## config.mk

```make
export PLATFORM = sky130hd
export DESIGN_NAME = cmcs_top
export DESIGN_NICKNAME = d
export VERILOG_FILES = /design/src/hw/cmcs_pkg.sv /design/src/hw/cmcs_top.sv /design/src/hw/cmcs_recessive_counter.sv
export SDC_FILE = /design/constraint.sdc
export NUM_CORES = 1
export LEC_CHECK = 0
export BUFFER_PORTS_ARGS = -buffer_cell sky130_fd_sc_hd__buf_2
export CORE_MARGIN = 1.5
export CORE_UTILIZATION = 48
export CTS_BUF_LIST = sky130_fd_sc_hd__clkbuf_16
export CTS_CLUSTER_SIZE = 24
export DETAILED_ROUTE_END_ITERATION = 8
export PLACE_DENSITY = 0.87
export SLEW_MARGIN = 15
export SYNTH_ARGS = -nofsm -noshare
export SYNTH_HDL_FRONTEND = slang
export SYNTH_SLANG_ARGS = --single-unit
```

## constraint.sdc

```tcl
create_clock -name aclk -period 2.54 [get_ports aclk]
set_input_delay 0.381 -clock aclk [delete_from_list [all_inputs] [get_ports aclk]]
set_output_delay 0.381 -clock aclk [all_outputs]
set_load 0.01 [all_outputs]
```

## src/hw/cmcs_pkg.sv

```systemverilog
// Package with register map, field positions and timing constants of the CAN mode control block
package cmcs_pkg;
  // Register byte offsets on the AXI4-Lite bus
  localparam logic [7:0] CMCS_OFF_CTRL = 8'h00;
  localparam logic [7:0] CMCS_OFF_STAT = 8'h04;
  localparam logic [7:0] CMCS_OFF_IEN = 8'h08;
  localparam logic [7:0] CMCS_OFF_CFG = 8'h0C;
  localparam logic [7:0] CMCS_OFF_RECOV = 8'h10;
  // Master control fields
  localparam int CMCS_B_INIT = 0;
  localparam int CMCS_B_SLEEP = 1;
  localparam int CMCS_B_TXORD = 2;
  localparam int CMCS_B_FLOCK = 3;
  localparam int CMCS_B_NORTX = 4;
  localparam int CMCS_B_AWAKE = 5;
  localparam int CMCS_B_AUTO_BUSOFF_RECOVERY = 6;
  localparam logic [7:0] CMCS_CTRL_RST = 8'h02;
  localparam logic [7:0] CMCS_CTRL_MASK = 8'h7F;
  // Master status fields
  localparam int CMCS_S_INIT_ACK = 0;
  localparam int CMCS_S_SLEEP_ACK = 1;
  localparam int CMCS_S_ERROR_IRQ_FLAG = 2;
  localparam int CMCS_S_WAKEUP_FLAG = 3;
  localparam int CMCS_S_TXA = 4;
  localparam int CMCS_S_RXA = 5;
  // Interrupt enable fields
  localparam int CMCS_E_ERR = 0;
  localparam int CMCS_E_WKU = 1;
  // Bus timing and AXI response codes
  localparam int CMCS_IDLE_BITS = 11;
  localparam int CMCS_BOFF_SEQS = 128;
  localparam logic [1:0] CMCS_RESP_OKAY = 2'b00;
  localparam logic [1:0] CMCS_RESP_SLVERR = 2'b10;
  // Controller mode
  typedef enum logic [1:0] {
    CMCS_INIT = 2'b00,
    CMCS_NORMAL = 2'b01,
    CMCS_SLEEP = 2'b10,
    CMCS_BUSOFF = 2'b11
  } cmcs_mode_e;
  // Policy bits handed to the protocol engine
  typedef struct packed {
    logic no_retransmit;
    logic rx_fifo_lock;
    logic tx_order_select;
    logic cfg_write_enable;
  } cmcs_policy_s;
endpackage

```

## src/hw/cmcs_top.sv

```systemverilog
// Master mode control and status logic of the CAN controller with AXI4-Lite slave
//
// The register offsets and the AXI4-Lite register port were decided locally.
`timescale 1ns/1ns
`default_nettype none
module cmcs_top
  import cmcs_pkg::*;
#(
  parameter int BUSOFF_SEQS = CMCS_BOFF_SEQS
) (
  input wire logic aclk,
  input wire logic aresetn,
  input wire logic [7:0] s_axi_awaddr,
  input wire logic s_axi_awvalid,
  output logic s_axi_awready,
  input wire logic [31:0] s_axi_wdata,
  input wire logic [3:0] s_axi_wstrb,
  input wire logic s_axi_wvalid,
  output logic s_axi_wready,
  output logic [1:0] s_axi_bresp,
  output logic s_axi_bvalid,
  input wire logic s_axi_bready,
  input wire logic [7:0] s_axi_araddr,
  input wire logic s_axi_arvalid,
  output logic s_axi_arready,
  output logic [31:0] s_axi_rdata,
  output logic [1:0] s_axi_rresp,
  output logic s_axi_rvalid,
  input wire logic s_axi_rready,
  input wire logic can_rx,
  input wire logic bit_tick,
  input wire logic frame_busy,
  input wire logic rx_active,
  input wire logic tx_active,
  input wire logic busoff_entry,
  input wire logic error_event,
  input wire logic fifo_full,
  input wire logic fifo_store_req,
  output logic fifo_store,
  output logic fifo_overwrite,
  output logic [3:0] policy,
  output logic [1:0] mode
);
  logic rx_meta_reg;
  logic rx_sync_reg;
  logic [7:0] ctrl_reg;
  logic [7:0] ctrl_next;
  logic [3:0] flag_reg;
  logic [3:0] flag_next;
  logic [1:0] ien_reg;
  logic [1:0] ien_next;
  logic [7:0] cfg_reg;
  logic [7:0] cfg_next;
  cmcs_mode_e mode_reg;
  cmcs_mode_e mode_next;
  logic sync_pend_reg;
  logic sync_pend_next;
  logic [7:0] boff_cnt_reg;
  logic [7:0] boff_cnt_next;
  logic recov_req;
  logic run_done;
  logic rx_prev_reg;
  logic sof_seen;
  logic aw_ok;
  logic w_ok;
  logic wr_fire;
  logic [7:0] wr_byte;
  logic [31:0] rd_word;
  logic rd_hit;
  logic wr_hit;
  logic [7:0] status_view;
  cmcs_policy_s pol;

  // Two-stage synchroniser for the receive pin
  always_ff @(posedge aclk) begin
    if (!aresetn) begin
      rx_meta_reg <= 1'b1;
      rx_sync_reg <= 1'b1;
      rx_prev_reg <= 1'b1;
    end else begin
      rx_meta_reg <= can_rx;
      rx_sync_reg <= rx_meta_reg;
      rx_prev_reg <= rx_sync_reg;
    end
  end

  // Falling edge on the synchronised line marks a start of frame
  assign sof_seen = rx_prev_reg && !rx_sync_reg;

  cmcs_recessive_counter #(
    .RUN_BITS(CMCS_IDLE_BITS)
  ) u_idle (
    .aclk(aclk),
    .aresetn(aresetn),
    .clear((mode_reg == CMCS_SLEEP) || (mode_reg == CMCS_INIT) || (mode_next != mode_reg)),
    .bit_tick(bit_tick),
    .rx_level(rx_sync_reg),
    .run_done(run_done)
  );

  // Write channel acceptance: both address and data present
  assign aw_ok = s_axi_awvalid && !s_axi_bvalid && !s_axi_awready;
  assign w_ok = s_axi_wvalid && !s_axi_bvalid && !s_axi_wready;
  assign wr_fire = aw_ok && w_ok;
  assign wr_byte = s_axi_wstrb[0] ? s_axi_wdata[7:0] : 8'h00;
  assign recov_req = wr_fire && s_axi_wstrb[0] && (s_axi_awaddr == CMCS_OFF_RECOV) && s_axi_wdata[0];
  assign wr_hit = (s_axi_awaddr == CMCS_OFF_CTRL) || (s_axi_awaddr == CMCS_OFF_STAT) ||
                  (s_axi_awaddr == CMCS_OFF_IEN) || (s_axi_awaddr == CMCS_OFF_CFG) ||
                  (s_axi_awaddr == CMCS_OFF_RECOV);

  // Control, enable and configuration registers
  always_comb begin
    ctrl_next = ctrl_reg;
    ien_next = ien_reg;
    cfg_next = cfg_reg;
    if (wr_fire && s_axi_wstrb[0]) begin
      if (s_axi_awaddr == CMCS_OFF_CTRL) begin
        ctrl_next = wr_byte & CMCS_CTRL_MASK;
      end
      if (s_axi_awaddr == CMCS_OFF_IEN) begin
        ien_next = wr_byte[1:0];
      end
      if ((s_axi_awaddr == CMCS_OFF_CFG) && (mode_reg == CMCS_INIT)) begin
        cfg_next = wr_byte;
      end
    end
    if ((mode_reg == CMCS_SLEEP) && ctrl_reg[CMCS_B_AWAKE] && sof_seen) begin
      ctrl_next[CMCS_B_SLEEP] = 1'b0;
    end
  end

  // Sticky flags: hardware set wins over write-one clear
  always_comb begin
    flag_next = flag_reg;
    if (wr_fire && s_axi_wstrb[0] && (s_axi_awaddr == CMCS_OFF_STAT)) begin
      if (wr_byte[CMCS_S_WAKEUP_FLAG]) begin
        flag_next[CMCS_S_WAKEUP_FLAG] = 1'b0;
      end
      if (wr_byte[CMCS_S_ERROR_IRQ_FLAG]) begin
        flag_next[CMCS_S_ERROR_IRQ_FLAG] = 1'b0;
      end
    end
    if ((mode_reg == CMCS_SLEEP) && sof_seen) begin
      flag_next[CMCS_S_WAKEUP_FLAG] = 1'b1;
    end
    if (error_event) begin
      flag_next[CMCS_S_ERROR_IRQ_FLAG] = 1'b1;
    end
    flag_next[CMCS_S_INIT_ACK] = 1'b0;
    flag_next[CMCS_S_SLEEP_ACK] = 1'b0;
  end

  // Mode sequencing
  always_comb begin
    mode_next = mode_reg;
    sync_pend_next = sync_pend_reg;
    boff_cnt_next = boff_cnt_reg;
    case (mode_reg)
      CMCS_SLEEP: begin
        if (!ctrl_reg[CMCS_B_SLEEP]) begin
          mode_next = ctrl_reg[CMCS_B_INIT] ? CMCS_INIT : CMCS_NORMAL;
        end
      end
      CMCS_INIT: begin
        if (ctrl_reg[CMCS_B_SLEEP]) begin
          mode_next = CMCS_SLEEP;
        end else if (!ctrl_reg[CMCS_B_INIT]) begin
          mode_next = CMCS_NORMAL;
          sync_pend_next = 1'b1;
        end
      end
      CMCS_NORMAL: begin
        if (run_done) begin
          sync_pend_next = 1'b0;
        end
        if (busoff_entry) begin
          mode_next = CMCS_BUSOFF;
          boff_cnt_next = 8'h00;
        end else if (!frame_busy && ctrl_reg[CMCS_B_INIT]) begin
          mode_next = CMCS_INIT;
          sync_pend_next = 1'b0;
        end else if (!frame_busy && ctrl_reg[CMCS_B_SLEEP]) begin
          mode_next = CMCS_SLEEP;
          sync_pend_next = 1'b0;
        end
      end
      CMCS_BUSOFF: begin
        if (ctrl_reg[CMCS_B_AUTO_BUSOFF_RECOVERY] && run_done) begin
          if (boff_cnt_reg == 8'(BUSOFF_SEQS - 1)) begin
            mode_next = CMCS_NORMAL;
          end else begin
            boff_cnt_next = boff_cnt_reg + 8'h01;
          end
        end else if (!ctrl_reg[CMCS_B_AUTO_BUSOFF_RECOVERY] && recov_req) begin
          mode_next = CMCS_NORMAL;
        end
      end
      default: begin
        mode_next = CMCS_SLEEP;
      end
    endcase
  end

  // Policy outputs for the protocol engine
  always_comb begin
    pol.no_retransmit = ctrl_reg[CMCS_B_NORTX];
    pol.rx_fifo_lock = ctrl_reg[CMCS_B_FLOCK];
    pol.tx_order_select = ctrl_reg[CMCS_B_TXORD];
    pol.cfg_write_enable = (mode_reg == CMCS_INIT);
  end

  // Status byte with reserved bits at zero
  always_comb begin
    status_view = 8'h00;
    status_view[CMCS_S_INIT_ACK] = (mode_reg == CMCS_INIT) || sync_pend_reg;
    status_view[CMCS_S_SLEEP_ACK] = (mode_reg == CMCS_SLEEP);
    status_view[CMCS_S_ERROR_IRQ_FLAG] = flag_reg[CMCS_S_ERROR_IRQ_FLAG];
    status_view[CMCS_S_WAKEUP_FLAG] = flag_reg[CMCS_S_WAKEUP_FLAG];
    status_view[CMCS_S_TXA] = tx_active;
    status_view[CMCS_S_RXA] = rx_active;
  end

  // Read mux
  always_comb begin
    rd_word = 32'h0000_0000;
    rd_hit = 1'b1;
    case (s_axi_araddr)
      CMCS_OFF_CTRL: rd_word[7:0] = ctrl_reg;
      CMCS_OFF_STAT: rd_word[7:0] = status_view;
      CMCS_OFF_IEN: rd_word[1:0] = ien_reg;
      CMCS_OFF_CFG: rd_word[7:0] = cfg_reg;
      CMCS_OFF_RECOV: rd_word = 32'h0000_0000;
      default: rd_hit = 1'b0;
    endcase
  end

  // State registers
  always_ff @(posedge aclk) begin
    if (!aresetn) begin
      ctrl_reg <= CMCS_CTRL_RST;
      flag_reg <= 4'h0;
      ien_reg <= 2'b00;
      cfg_reg <= 8'h00;
      mode_reg <= CMCS_SLEEP;
      sync_pend_reg <= 1'b0;
      boff_cnt_reg <= 8'h00;
    end else begin
      ctrl_reg <= ctrl_next;
      flag_reg <= flag_next;
      ien_reg <= ien_next;
      cfg_reg <= cfg_next;
      mode_reg <= mode_next;
      sync_pend_reg <= sync_pend_next;
      boff_cnt_reg <= boff_cnt_next;
    end
  end

  // Receive FIFO store decision and registered outputs
  always_ff @(posedge aclk) begin
    if (!aresetn) begin
      fifo_store <= 1'b0;
      fifo_overwrite <= 1'b0;
      policy <= 4'h0;
      mode <= CMCS_SLEEP;
    end else begin
      fifo_store <= fifo_store_req && !fifo_full;
      fifo_overwrite <= fifo_store_req && fifo_full && !ctrl_reg[CMCS_B_FLOCK];
      policy <= pol;
      mode <= mode_reg;
    end
  end

  // AXI4-Lite handshakes
  always_ff @(posedge aclk) begin
    if (!aresetn) begin
      s_axi_awready <= 1'b0;
      s_axi_wready <= 1'b0;
      s_axi_bvalid <= 1'b0;
      s_axi_bresp <= CMCS_RESP_OKAY;
      s_axi_arready <= 1'b0;
      s_axi_rvalid <= 1'b0;
      s_axi_rdata <= 32'h0000_0000;
      s_axi_rresp <= CMCS_RESP_OKAY;
    end else begin
      s_axi_awready <= 1'b0;
      s_axi_wready <= 1'b0;
      s_axi_arready <= 1'b0;
      if (wr_fire) begin
        s_axi_awready <= 1'b1;
        s_axi_wready <= 1'b1;
        s_axi_bresp <= wr_hit ? CMCS_RESP_OKAY : CMCS_RESP_SLVERR;
      end else if (s_axi_awready) begin
        s_axi_bvalid <= 1'b1; // Response only after both channels were taken
      end else if (s_axi_bvalid && s_axi_bready) begin
        s_axi_bvalid <= 1'b0;
      end
      if (s_axi_arvalid && !s_axi_rvalid && !s_axi_arready) begin
        s_axi_arready <= 1'b1;
        s_axi_rdata <= rd_word;
        s_axi_rresp <= rd_hit ? CMCS_RESP_OKAY : CMCS_RESP_SLVERR;
      end else if (s_axi_arready) begin
        s_axi_rvalid <= 1'b1; // Data only after the address was taken
      end else if (s_axi_rvalid && s_axi_rready) begin
        s_axi_rvalid <= 1'b0;
      end
    end
  end

  // Assertions
  sleep_ack_a: assert property (@(posedge aclk) disable iff (!aresetn)
    (mode_reg == CMCS_SLEEP) |-> status_view[CMCS_S_SLEEP_ACK]) else $error("sleep ack missing");
  wake_set_a: assert property (@(posedge aclk) disable iff (!aresetn)
    ((mode_reg == CMCS_SLEEP) && sof_seen) |=> flag_reg[CMCS_S_WAKEUP_FLAG]) else $error("wake flag not set");
  err_set_a: assert property (@(posedge aclk) disable iff (!aresetn)
    error_event |=> flag_reg[CMCS_S_ERROR_IRQ_FLAG]) else $error("error flag not set");
  awake_clr_a: assert property (@(posedge aclk) disable iff (!aresetn)
    ((mode_reg == CMCS_SLEEP) && ctrl_reg[CMCS_B_AWAKE] && sof_seen) |=> !ctrl_reg[CMCS_B_SLEEP]
    ##1 mode_reg != CMCS_SLEEP) else $error("auto wake failed");
  sleep_hold_a: assert property (@(posedge aclk) disable iff (!aresetn)
    ((mode_reg == CMCS_SLEEP) && ctrl_reg[CMCS_B_SLEEP]) |=> (mode_reg == CMCS_SLEEP)) else $error("left sleep");
  busy_stay_a: assert property (@(posedge aclk) disable iff (!aresetn)
    ((mode_reg == CMCS_NORMAL) && frame_busy && !busoff_entry) |=> (mode_reg == CMCS_NORMAL))
    else $error("mode left in frame");
  boff_hold_a: assert property (@(posedge aclk) disable iff (!aresetn)
    ((mode_reg == CMCS_BUSOFF) && !ctrl_reg[CMCS_B_AUTO_BUSOFF_RECOVERY] && !recov_req) |=> (mode_reg == CMCS_BUSOFF))
    else $error("left bus-off");
  lock_drop_a: assert property (@(posedge aclk) disable iff (!aresetn)
    (fifo_store_req && fifo_full && ctrl_reg[CMCS_B_FLOCK]) |=> !fifo_overwrite && !fifo_store)
    else $error("locked fifo overwritten");
  cfg_lock_a: assert property (@(posedge aclk) disable iff (!aresetn)
    (mode_reg != CMCS_INIT) |=> $stable(cfg_reg)) else $error("config changed outside init");
  init_ack_a: assert property (@(posedge aclk) disable iff (!aresetn)
    (mode_reg == CMCS_INIT) |-> status_view[CMCS_S_INIT_ACK]) else $error("init ack missing");
endmodule
`default_nettype wire

```

## src/hw/cmcs_recessive_counter.sv

```systemverilog
// Counter of consecutive recessive bits sampled on the receive line
`timescale 1ns/1ns
`default_nettype none
module cmcs_recessive_counter
  import cmcs_pkg::*;
#(
  parameter int RUN_BITS = CMCS_IDLE_BITS
) (
  input wire logic aclk,
  input wire logic aresetn,
  input wire logic clear,
  input wire logic bit_tick,
  input wire logic rx_level,
  output logic run_done
);
  logic [7:0] cnt_reg;
  logic [7:0] cnt_next;
  logic run_done_next;

  // Count recessive samples, restart on dominant; pulse at run end
  always_comb begin
    cnt_next = cnt_reg;
    run_done_next = 1'b0;
    if (clear || (bit_tick && !rx_level)) begin
      cnt_next = 8'h00;
    end else if (bit_tick) begin
      if (cnt_reg == 8'(RUN_BITS - 1)) begin
        cnt_next = 8'h00;
        run_done_next = 1'b1;
      end else begin
        cnt_next = cnt_reg + 8'h01;
      end
    end
  end

  // Register counter state
  always_ff @(posedge aclk) begin
    if (!aresetn) begin
      cnt_reg <= 8'h00;
      run_done <= 1'b0;
    end else begin
      cnt_reg <= cnt_next;
      run_done <= run_done_next;
    end
  end
endmodule
`default_nettype wire

```

==> flow_summary.yaml <==
status:
  outcome: "finished clean"
die:
  initial_core_util_pct: 49.4
  die_area_sq_um: 6990
  boundaryPins: 117
  rows: 29
  fp.coreArea_sq_um: 6310
  die_w_um: 83.6
  die_h_um: 83.6
grt:
  grt_antenna_before_repair: 0
  grt_pass1_vias: 2464
  met2_usage_pct: 34.4
  grt_overflow: 0
  top_usage_layer: "met2"
  grt_first_pass_wirelength_mm: 10.9
  grt_max_degree: 40
  gr-usage-met1_pct: 22.1
  grt_use_total_pct: 19.4
  grt_use_met3_pct: 5.34
sta:
  setup_viol: 0
  hold_viol: 0
  period_share_pct: 81.3
  worstMarginPinSlew_ps: 812
  drv_slew: 0
  fin_skew_ps: 8.87
  postLayoutSetupSlackWorst_ps: 475
  fmax_ghz: 0.484
  rsz0062_at_grt: "false"
  setup_tns_ps: 0
  final.min_clock_period_ps: 2060
  slew_headroom_pct: 45.1
power_and_ir_drop:
  power_frac_seq_pct: 42.3
  power.density_nw_per_um2: 659
  leakage_nw: 1.51
  clock_power_share_pct: 52.0
  internal-power_w: 0.00191
  irDropWorstVdd_mv: 0.439
  sw_frac_of_total_pct: 21.0
  p_sw_w: 0.000508
  combPwrFrac_pct: 5.8
setup_path:
  worstPathCellList: "nand3b_1 -> nand3_1 -> or2_0 -> a211oi_1"
  critical_path.startpoint_type: "flip-flop"
  worstSetupPathType: "reg -> reg"
  cp_slowest_cell: "dfxtp_1"
  required_ps: 2770
  crit_path_end_kind: "flip-flop"
  cp_slowest_stage_delay_ps: 620
  crit_family: "simple AND/OR/NAND/NOR gates"
  worst-path-buf-inv: 0
  crit_fanout: 15
  cp.arrival_ps: 2300
logic_synthesis:
  yosys.area.top_type: "dfxtp_1"
  synthFlopType: "dfxtp_1"
  synth.distinct_cells: 54
  yosysWarnings: 0
  syn_area_sq_um: 3120
  synth_most_common_cell: "dfxtp_1"
  syn_avg_cell_area_sq_um: 8.75
  ys_seq_elements: 64
  synth.area.top_cells: "dfxtp_1 (41%), buf_4 (6.5%), nand2_1 (5.7%)"
  netlist.area_leader.share_pct: 41.1
  synth_cells: 356
  ys_seq_area_share_pct: 41.1
  synth-edff-count: 0
  synth_common_cells: "dfxtp_1 (64), nand2_1 (47), buf_4 (27)"
  async_flop_share_pct: 0
clock_tree:
  numCtsBuffers: 9
  root_buffer: "clkbuf_16"
  clock-sinks: 64
  cts_setup_buffers: 0
  cts_resized: 0
  tritoncts: "built"
  cts.htree.levels: 3
  clk_pin_slew_ps: 50
  max-clock-path-buffers: 2
  insertion_delay_ps: 330
  ctsHoldBuffers: 0
place:
  pre_cts_ws_ps: 488
  port_buffers: 63
  dp_hpwl_mm: 4.68
  routabilityCongestion: 0.811
route:
  vias: 2623
  drt_iter0_drc: 150
  drtPass1Iterations: 4
  totalWireLength_mm: 6.47
  post_drt_wl_per_cell_um: 13.0
  drc: 0
  drtAntennaViolNets: 0
  avgViaCountPerCell: 5.29
run:
  maxCapViolations: 0
cells_and_area:
  area_growth_syn_to_layout_pct: 17.7
  antenna_cells: 0
  drive_above_1_share_pct: 21.2
  num-nets-final: 486
hold_path:
  hold_class: "in -> reg"
## power groups by stage
| stage | clock network [W] | logic [W] | registers [W] |
|---|---|---|---|
| 6_report | 0.00126 | 0.000140 | 0.00102 |
| 5_1_grt | 0.00133 | 0.000154 | 0.00102 |
| 4_1_cts | 0.00127 | 0.000140 | 0.00102 |
| 3_5_place_dp | 0 | 0.000139 | 0.00104 |
| 3_3_place_gp | 0 | 0.000136 | 0.00104 |
| 2_1_floorplan | 0 | 0.000106 | 0.00105 |
## routing by layer
layer / routed length, um / vias up
li1: - / 1301
met1: 2680 / 1234
met2: 3270 / 77
met3: 412 / 11
met4: 103 / 0
met5: 0 / -
## worst reg2reg max path, stage by stage, from the launching register on
cell and delay, ps:
dfxtp_1 620, nand3b_1 400, nand3_1 210, or2_0 420
a211oi_1 320
## cell type report
class / instances / area (sq um)
fillers: 564 / 2650
multi-input cells: 267 / 1630
flip-flops and latches: 64 / 1280
repair buffers: 65 / 330
clock buffers: 9 / 225
well taps: 77 / 96.3
clock inverters: 6 / 76.3
inverters: 8 / 30.0
## logic make-up after synthesis
group	Yosys count	synth area share [%]
fa+ha+maj	3	1.20
xor+xnor	11	3.09
simple gates	151	26.5
buf+inv	50	9.67
other cells	1	0.120
flops	64	41.1
mux	9	3.69
compound gates	67	14.7
## stage by stage
| stage | total power, W | hold slack (ps) | std cells | utilization (%) | area (sq um) |
|---|---|---|---|---|---|
| after floorplan | 0.00115 | 386 | 381 | - | 3210 |
| after global placement | 0.00118 | 394 | 481 | 53.3 | 3370 |
| after detailed placement | 0.00118 | 398 | 481 | 53.3 | 3370 |
| after CTS | 0.00243 | 211 | 496 | 58.1 | 3670 |
| after global routing | 0.00251 | 214 | 496 | 58.1 | 3670 |
| final | 0.00242 | 214 | 496 | 58.1 | 3670 |
## path summary, 6_finish.rpt
kind | startpoint | to | slack, ps | cells after the start
setup reg to reg | mode_reg[1] | u_idle.cnt_reg[4] | 480 | 4
hold / removal | fifo_full | fifo_store | 210 | 2
setup / recovery | mode_reg[1] | u_idle.cnt_reg[4] | 480 | 4
hold reg to reg | rx_meta_reg | rx_sync_reg | 420 | 1
## cell usage in the layout, fill, tap and decap left out, types with 6 or more instances in the layout
cell       instances
a211oi_1           8
a21boi_1           8
a21oi_1            9
a22o_1             6
and2_1            18
buf_2             63
clkbuf_16          9
conb_1            26
dfxtp_1           64
inv_1              9
mux2i_1            7
nand2_1           47
nand3_1           16
nor2_1            22
nor2b_1           10
o21ai_0           17
xnor2_1           10
Power figures use the tool's default switching activity.
